==> config.mk <==
export PLATFORM = sky130hd
export DESIGN_NAME = tunnel_hdr_framer_flat
export DESIGN_NICKNAME = d
export VERILOG_FILES = /design/src/rtl/tunnel_hdr_pkg.sv /design/src/rtl/tunnel_hdr_if.sv /design/src/rtl/tunnel_hdr_framer.sv /design/src/flat_wrapper.sv
export VERILOG_INCLUDE_DIRS = /design/src /design/src/rtl
export SDC_FILE = /design/constraint.sdc
export NUM_CORES = 1
export LEC_CHECK = 0
export ABC_AREA = 0
export BUFFER_PORTS_ARGS = -buffer_cell sky130_fd_sc_hd__buf_2
export CORE_MARGIN = 10
export CORE_UTILIZATION = 25
export DETAILED_ROUTE_END_ITERATION = 16
export GPL_TIMING_DRIVEN = 1
export MAX_ROUTING_LAYER = met4
export PLACE_DENSITY = 0.38
export SLEW_MARGIN = 0
export SYNTH_ARGS = -nofsm -noshare
export SYNTH_HDL_FRONTEND = slang
export SYNTH_SLANG_ARGS = --single-unit
export TNS_END_PERCENT = 20
==> constraint.sdc <==
create_clock -name clock -period 3.2 [get_ports clock]
set_input_delay 0.64 -clock clock [delete_from_list [all_inputs] [get_ports clock]]
set_output_delay 0.64 -clock clock [all_outputs]
set_load 0.05 [all_outputs]
==> src/rtl/tunnel_hdr_defs.svh <==
/*
  Header field codes, widths and fixed values of the tunnel packet header.
  Assumes inclusion by bare name from design files of this block.
*/
`ifndef TUNNEL_HDR_DEFS_SVH
`define TUNNEL_HDR_DEFS_SVH

`define HDR_BYTES        4'hc
`define HDR_VERSION      2'h2
`define HDR_CC_ZERO      4'h0
`define HDR_PROTO_REV    2'h1
`define PT_DATA_SOURCE   7'h51
`define PT_LINK_LAYER    7'h52
`define PT_STUDIO_LINK   7'h61
`define SEQ_RESET        16'h0000

`endif

==> src/rtl/tunnel_hdr_pkg.sv <==
/*
  Types used by the encapsulator end (the framer) of the tunnel header link.
  Assumes tunnel_hdr_defs.svh is available for the field constants.
*/
package tunnel_hdr_pkg;
  typedef enum logic [1:0] {
    KIND_DATA_SOURCE,
    KIND_LINK_LAYER,
    KIND_STUDIO_LINK,
    KIND_OTHER
  } tunnel_kind_t;
endpackage
==> src/rtl/tunnel_hdr_if.sv <==
/*
  Byte stream carrying header and payload from encapsulator to decapsulator.
  Assumes both ends share one clock; sop marks the first header byte.
*/
`timescale 1ns/100ps
interface tunnel_hdr_if;
  logic       valid;
  logic       sop;
  logic [7:0] data;
  logic       ready;
  modport encap (output valid, output sop, output data, input ready);
  modport decap (input valid, input sop, input data, output ready);
endinterface

==> src/rtl/tunnel_hdr_framer.sv <==
/*
  Encapsulator end: serialises the twelve byte header, then payload bytes.
  Assumes the user holds the header fields stable from start until done.
*/
//Behaviour
//- Version field sent first as binary 10
//- Padding bit passed through from user
//- Extension bit constant per stream, user-held
//- Contributor count always zero
//- Marker set when inner packet starts here
//- Payload type codes 81, 82, 97
//- Per-tuple sequence counter wraps at 65536
//- Counters seeded from loadable start value
//- Time word carries earliest inner schedule time
//- Time word zero without inner headers
//- Upper half: low 16 seconds bits
//- Lower half: 16-bit second fraction
//- Studio-link time word: latest delivery, zero best-effort
//- Protocol revision sent as binary 01
//- Studio-link redundancy count field
//- Studio-link channel group count minus one
//- Group count one means two port groups
//- Reserved zero bits; unknown type zero time
//- Start pointer counts bytes before first start
//- Receiver follows inner length fields onward; the parser only passes payload bytes out
//- No start: marker zero, pointer zero
`include "tunnel_hdr_defs.svh"
`timescale 1ns/100ps
module tunnel_hdr_framer #(
  parameter int TUPLES = 4,
  parameter int TW     = $clog2(TUPLES)
) (
  input  wire logic          clock,
  input  wire logic          reset,
  input  wire logic          seedWrite,
  input  wire logic [TW-1:0] seedTuple,
  input  wire logic [15:0]   seedValue,
  input  wire logic          start,
  input  wire logic [TW-1:0] tuple,
  input  wire logic [6:0]    payloadType,
  input  wire logic          padding,
  input  wire logic          extension,
  input  wire logic          innerStart,
  input  wire logic [15:0]   startOffset,
  input  wire logic          haveInfo,
  input  wire logic [31:0]   timeWord,
  input  wire logic [1:0]    redundancy,
  input  wire logic [1:0]    rfGroupCountMinus1,
  input  wire logic          payValid,
  input  wire logic [7:0]    payData,
  input  wire logic          payLast,
  output logic               payReady,
  output logic               busy,
  tunnel_hdr_if.encap        link
);
  typedef enum logic [1:0] {IDLE, HEAD, BODY} state_t;

  state_t        state;
  logic [3:0]    byteIdx;
  logic [95:0]   header;
  logic [15:0]   seqCount [TUPLES];
  logic [TW-1:0] curTuple;
  logic          load;
  logic          accept;
  logic          lastHead;
  logic          seqStep;
  logic [31:0]   next_time;
  logic [15:0]   next_tail;
  logic [15:0]   next_offset;
  logic          next_marker;
  logic [95:0]   next_header;

  // The output stage takes a byte only when the old one has gone or it
  // is empty; header and counters move with it, so a stall from the
  // far end neither drops nor repeats a header byte
  assign load     = link.ready || !link.valid;
  assign accept   = payValid && payReady;
  assign lastHead = (state == HEAD) && (byteIdx == `HDR_BYTES - 4'h1);
  assign seqStep  = (state == HEAD) && (byteIdx == 4'h0) && load;

  function automatic tunnel_hdr_pkg::tunnel_kind_t kindOf(
    input logic [6:0] pt);
    unique case (pt)
      `PT_DATA_SOURCE: kindOf = tunnel_hdr_pkg::KIND_DATA_SOURCE;
      `PT_LINK_LAYER:  kindOf = tunnel_hdr_pkg::KIND_LINK_LAYER;
      `PT_STUDIO_LINK: kindOf = tunnel_hdr_pkg::KIND_STUDIO_LINK;
      default:         kindOf = tunnel_hdr_pkg::KIND_OTHER;
    endcase
  endfunction

  // Whole header is fixed at the cycle start is taken
  always_comb begin
    next_marker = innerStart;
    unique case (kindOf(payloadType))
      tunnel_hdr_pkg::KIND_DATA_SOURCE,
      tunnel_hdr_pkg::KIND_LINK_LAYER: begin
        // Seconds in upper half, fraction in lower
        next_time = haveInfo ? timeWord : 32'h0;
        next_tail = {`HDR_PROTO_REV, 14'h0};
      end
      tunnel_hdr_pkg::KIND_STUDIO_LINK: begin
        next_time = timeWord;
        next_tail = {`HDR_PROTO_REV, redundancy, rfGroupCountMinus1,
                     10'h0};
      end
      tunnel_hdr_pkg::KIND_OTHER: begin
        next_time = 32'h0;
        next_tail = {`HDR_PROTO_REV, 14'h0};
      end
    endcase
    // A pointer without a marker is ignored downstream; send zero
    next_offset        = next_marker ? startOffset : 16'h0;
    next_header[95:94] = `HDR_VERSION;
    next_header[93]    = padding;
    next_header[92]    = extension;
    next_header[91:88] = `HDR_CC_ZERO;
    next_header[87]    = next_marker;
    next_header[86:80] = payloadType;
    next_header[79:64] = seqCount[tuple];
    next_header[63:32] = next_time;
    next_header[31:16] = next_tail;
    next_header[15:0]  = next_offset;
  end

  // One counter per tuple; a seed load beats a step in the same cycle
  for (genvar g = 0; g < TUPLES; g++) begin : gen_seq
    logic [15:0] counter;
    logic        loadSeed;
    logic        stepSeq;
    assign loadSeed    = seedWrite && (seedTuple == TW'(g));
    assign stepSeq     = seqStep && (curTuple == TW'(g));
    assign seqCount[g] = counter;
    always_ff @(posedge clock) begin
      if (reset)
        counter <= `SEQ_RESET;
      else if (loadSeed)
        counter <= seedValue;
      else if (stepSeq)
        counter <= counter + 16'h1;
    end
  end

  always_ff @(posedge clock) begin
    if (reset) begin
      state <= IDLE;
    end else begin
      unique case (state)
        IDLE: if (start) begin
          state <= HEAD;
        end
        HEAD: if (load && lastHead) begin
          state <= BODY;
        end
        BODY: if (accept && payLast) begin
          state <= IDLE;
        end
        default: state <= IDLE;
      endcase
    end
  end

  // Header bytes counted as they enter the output stage
  always_ff @(posedge clock) begin
    if (reset) begin
      byteIdx <= 4'h0;
    end else if (state == IDLE) begin
      byteIdx <= 4'h0;
    end else if (state == HEAD && load) begin
      byteIdx <= byteIdx + 4'h1;
    end
  end

  always_ff @(posedge clock) begin
    if (reset) begin
      header <= 96'h0;
    end else if (state == IDLE && start) begin
      header <= next_header;
    end else if (state == HEAD && load) begin
      header <= {header[87:0], 8'h0};
    end
  end

  always_ff @(posedge clock) begin
    if (reset) begin
      curTuple <= '0;
    end else if (state == IDLE && start) begin
      curTuple <= tuple;
    end
  end

  // Payload bytes reach the link only when the user handshake takes them
  always_ff @(posedge clock) begin
    if (reset) begin
      link.valid <= 1'b0;
      link.sop   <= 1'b0;
      link.data  <= 8'h0;
    end else if (load) begin
      link.valid <= (state == HEAD) || (state == BODY && accept);
      link.sop   <= (state == HEAD) && (byteIdx == 4'h0);
      link.data  <= (state == HEAD) ? header[95:88] : payData;
    end
  end

  // Ready is registered and so falls a cycle late; the last byte clears
  // it at once, so nothing is taken once the packet has ended
  always_ff @(posedge clock) begin
    if (reset) begin
      payReady <= 1'b0;
    end else begin
      payReady <= (state == BODY) && link.ready && !(accept && payLast);
    end
  end

  always_ff @(posedge clock) begin
    if (reset) begin
      busy <= 1'b0;
    end else begin
      busy <= (state != IDLE) || start;
    end
  end
endmodule

==> src/flat_wrapper.sv <==
// flat-port wrapper written by rule: the top's interface ports become plain ports
module tunnel_hdr_framer_flat 
#(
  parameter int TUPLES = 4,
  parameter int TW     = $clog2(TUPLES)
)
  (clock, reset, seedWrite, seedTuple, seedValue, start, tuple, payloadType, padding, extension, innerStart, startOffset, haveInfo, timeWord, redundancy, rfGroupCountMinus1, payValid, payData, payLast, payReady, busy, link_valid, link_sop, link_data, link_ready);
  tunnel_hdr_if link_i ();
  input  wire logic clock;
  input  wire logic reset;
  input  wire logic seedWrite;
  input  wire logic [TW-1:0] seedTuple;
  input  wire logic [15:0] seedValue;
  input  wire logic start;
  input  wire logic [TW-1:0] tuple;
  input  wire logic [6:0] payloadType;
  input  wire logic padding;
  input  wire logic extension;
  input  wire logic innerStart;
  input  wire logic [15:0] startOffset;
  input  wire logic haveInfo;
  input  wire logic [31:0] timeWord;
  input  wire logic [1:0] redundancy;
  input  wire logic [1:0] rfGroupCountMinus1;
  input  wire logic payValid;
  input  wire logic [7:0] payData;
  input  wire logic payLast;
  output logic payReady;
  output logic busy;
  output wire logic [$bits(link_i.valid)-1:0] link_valid;
  output wire logic [$bits(link_i.sop)-1:0] link_sop;
  output wire logic [$bits(link_i.data)-1:0] link_data;
  input wire logic [$bits(link_i.ready)-1:0] link_ready;
  assign link_valid = link_i.valid;
  assign link_sop = link_i.sop;
  assign link_data = link_i.data;
  assign link_i.ready = link_ready;
  tunnel_hdr_framer #(.TUPLES(TUPLES), .TW(TW)) u_core (.clock(clock), .reset(reset), .seedWrite(seedWrite), .seedTuple(seedTuple), .seedValue(seedValue), .start(start), .tuple(tuple), .payloadType(payloadType), .padding(padding), .extension(extension), .innerStart(innerStart), .startOffset(startOffset), .haveInfo(haveInfo), .timeWord(timeWord), .redundancy(redundancy), .rfGroupCountMinus1(rfGroupCountMinus1), .payValid(payValid), .payData(payData), .payLast(payLast), .payReady(payReady), .busy(busy), .link(link_i));
endmodule
==> results.sh <==
export IMPL_startpoint_type="flip-flop"
export IMPL_io_pins=110
export IMPL_fin_skew_ps=16.0
export IMPL_cts_resized=0
export IMPL_insertion_delay_ps=440
export IMPL_initial_core_util_pct=25.4
export IMPL_cp_cell_sequence="inv_1 > ha_1 > or4b_4 > or4_4 > nor3_2 > nand4_1 > a311oi_1"
export IMPL_critical_path_max_stage_delay_ps=570
export IMPL_worstSetupPathType="reg2reg"
export IMPL_maxCapViolations=0
export IMPL_post_route_drc_count=0
export IMPL_initialDrtViolationCount=443
export IMPL_core_mm2=0.0336
export IMPL_maxSlewViolCount=0
export IMPL_syn_inst=989
export IMPL_wl_per_cell_um=19.5
export IMPL_syn_area_per_cell_um2=8.64
export IMPL_synth_fp_nets=1093
export IMPL_setup_tns_ps=0
export IMPL_grt_max_degree=127
export IMPL_seq_area_mm2=0.00360
export IMPL_htree_levels=4
export IMPL_routed_via_count=7502
export IMPL_path_max_fanout=14
export IMPL_antenna_found_initial=0
export IMPL_fin_area_mm2=0.0101
export IMPL_place_gp_congestion=0.759
export IMPL_routed_wl_um=29600
export IMPL_synth_seq_cells=180
export IMPL_io_buffers=109
export IMPL_seq_area_frac_synth_pct=42.1
export IMPL_multiInputGateArea_mm2=0.00460
export IMPL_dp_hpwl_um=21200
export IMPL_synth_edf_count=0
export IMPL_cts_root_buf="clkbuf_16"
export IMPL_drt_antenna_violating_nets=0
export IMPL_nets=1166
export IMPL_placed_area_mm2=0.00957
export IMPL_fmax_mhz=398
export IMPL_relSlewSlack_pct=46.4
export IMPL_cts_sinks=180
export IMPL_track_usage_pct=14.5
export IMPL_leakagePower_nw=3.55
export IMPL_overflow=0
export IMPL_cp_end_kind="flip-flop"
export IMPL_cts_hold_repair_buffers=0
export IMPL_drive_gt1_share_pct=18.9
export IMPL_yosys_cell_types_count=58
export IMPL_syn_cell_area_mm2=0.00855
export IMPL_die_x_um=205
export IMPL_period_needed_ps=2510
export IMPL_vdd_drop_max_mv=0.385
export IMPL_fillers=3656
export IMPL_dr_pass1_iters=5
export IMPL_rsz0062_at_grt="no"
export IMPL_grt_pass1_vias=7605
export IMPL_worst_pin_slew_ps=805
export IMPL_cp_required_ps=3540
export IMPL_cts_setup_buffers=0
export IMPL_critical_path_slowest_cell="or4_4"
export IMPL_setup_violations_final=0
export IMPL_cts_tree="built"
export IMPL_clk_pin_slew_ps=80
export IMPL_grt_pass1_wl_um=46200
export IMPL_die_h_um=205
export IMPL_n_antenna_cell=0
export IMPL_synth_main_ff_cell="dfxtp_1"
export IMPL_critPathArrivalTime_ps=2850
export IMPL_finalCritPeriodShare_pct=78.4
export IMPL_num_rows=67
export IMPL_cts_buffers=17
export IMPL_syn2layout_area_growth_pct=18.7
export IMPL_status="finished clean"
export IMPL_hold_viol_final=0
export IMPL_hold_class="in2reg"
export IMPL_async_reset_ff_share_pct=0
export IMPL_ys_warn_count=0
export IMPL_clockBufferDepth=2
export IMPL_p_per_area_mw_per_mm2=514
export IMPL_dieArea_mm2=0.0420
export IMPL_viasPerCell=4.93
## cells in the mapped netlist, types with 4 or more instances
cell,n,share of area [%]
dfxtp_1,180,42
nand2_1,157,6.9
nor2_1,105,4.6
clkbuf_1,69,3.0
a211oi_1,55,4.8
a21oi_1,46,2.7
a311oi_1,34,3.5
xnor2_1,34,3.5
nand3_1,30,1.8
o21ai_0,30,1.8
a22oi_1,29,2.5
mux2i_1,24,2.8
xor2_1,21,2.2
nand4_1,18,1.3
mux4_2,16,4.2
nor4_1,16,1.2
inv_1,14,0.61
nor3_1,12,0.70
a32oi_1,9,0.92
o21ai_1,9,0.53
or3_1,7,0.51
and4_1,6,0.61
buf_1,6,0.26
ha_1,6,0.88
and3_1,5,0.37
nor4_2,4,0.59
## cell usage in the layout (no fill, tap or decap), drive strengths merged, types with 3 or more instances in the layout
cell type	n
a21oi	46
a32oi	9
and4	6
dfxtp	180
nand2	157
and3	5
nand2b	3
buf	133
or3	7
a22oi	29
xnor2	34
inv	19
xor2	21
clkbuf	18
a311oi	34
nor4	21
nand3	30
mux2i	24
nand4	19
mux4	16
nor2	105
a211oi	56
o21ai	39
nor4b	3
ha	6
a222oi	3
nor3	15
clkinv	4
nor2b	3
## power breakdown
group	internal [mW]	switching, mW
sequential	2.33	0.0993
combinational	0.223	0.384
clock	1.16	1.01
## flip-flops by register name (all words and copies together), names as in the netlist
| signal | flops |
|---|---|
| u_core.busy | 1 |
| u_core.curTuple | 2 |
| u_core.state | 2 |
| u_core.link.sop | 1 |
| u_core.link.valid | 1 |
| u_core.gen_seq.counter | 64 |
| u_core.header | 96 |
| u_core.link.data | 8 |
| u_core.byteIdx | 4 |
| u_core.payReady | 1 |
## cell families (layout without fill, tap and decap cells)
family | Yosys count | after routing | share of synthesized area (%)
AO/OA/AOI/OAI | 224 | 224 | 18.0
flip-flops | 180 | 180 | 42.1
adder cells (fa/ha/maj) | 6 | 6 | 0.878
AND/OR/NAND/NOR | 390 | 390 | 21.8
multiplexers | 41 | 41 | 7.16
buffers and inverters | 93 | 178 | 4.36
XOR/XNOR | 55 | 55 | 5.63
## final cells by class
type	instances	share of cell area, %
sequential	180	35.5
clock inverter	13	1.47
inverter	14	0.518
multi-input combinational	716	45.3
clock buffer	18	4.23
tap	448	5.52
timing repair buffer	133	7.42
## worst max-delay path, delay by kind of cell (launching register included)
kind            cells  cell delay [ps]
compound gates      1              270
fa+ha+maj           1              210
buf+inv             1               70
flops               1              350
simple gates        4             1500
## path summary, 6_finish.rpt
kind	end	cells after the start	from	slack, ps
max reg2reg	u_core.gen_seq[0].counter[15]	7	u_core.byteIdx[0]	690
min reg2reg	u_core.header[18]	2	u_core.header[10]	450
max	u_core.gen_seq[0].counter[15]	7	u_core.byteIdx[0]	690
min	u_core.header[45]	3	timeWord[13]	390
## metrics by stage
step	hold slack [ps]	util [%]	setup WS (ps)	instances	total power, mW
floorplan	432	-	810	989	2.84
global placement	445	28.5	775	1491	3.10
detailed placement	446	28.5	671	1491	3.10
CTS	372	30.2	670	1522	5.28
global route	378	30.2	576	1522	5.45
finish	389	30.2	690	1522	5.21
## metal layers
layer  global-route usage (%)  vias up  part of all wire, %
met2                     22.6      145                   46
met5                        -        -                    0
li1                         -     3739                    -
met3                     2.45       16                  3.8
met1                     19.3     3602                   49
met4                     3.02        0                 0.74
Power figures use the tool's default switching activity.
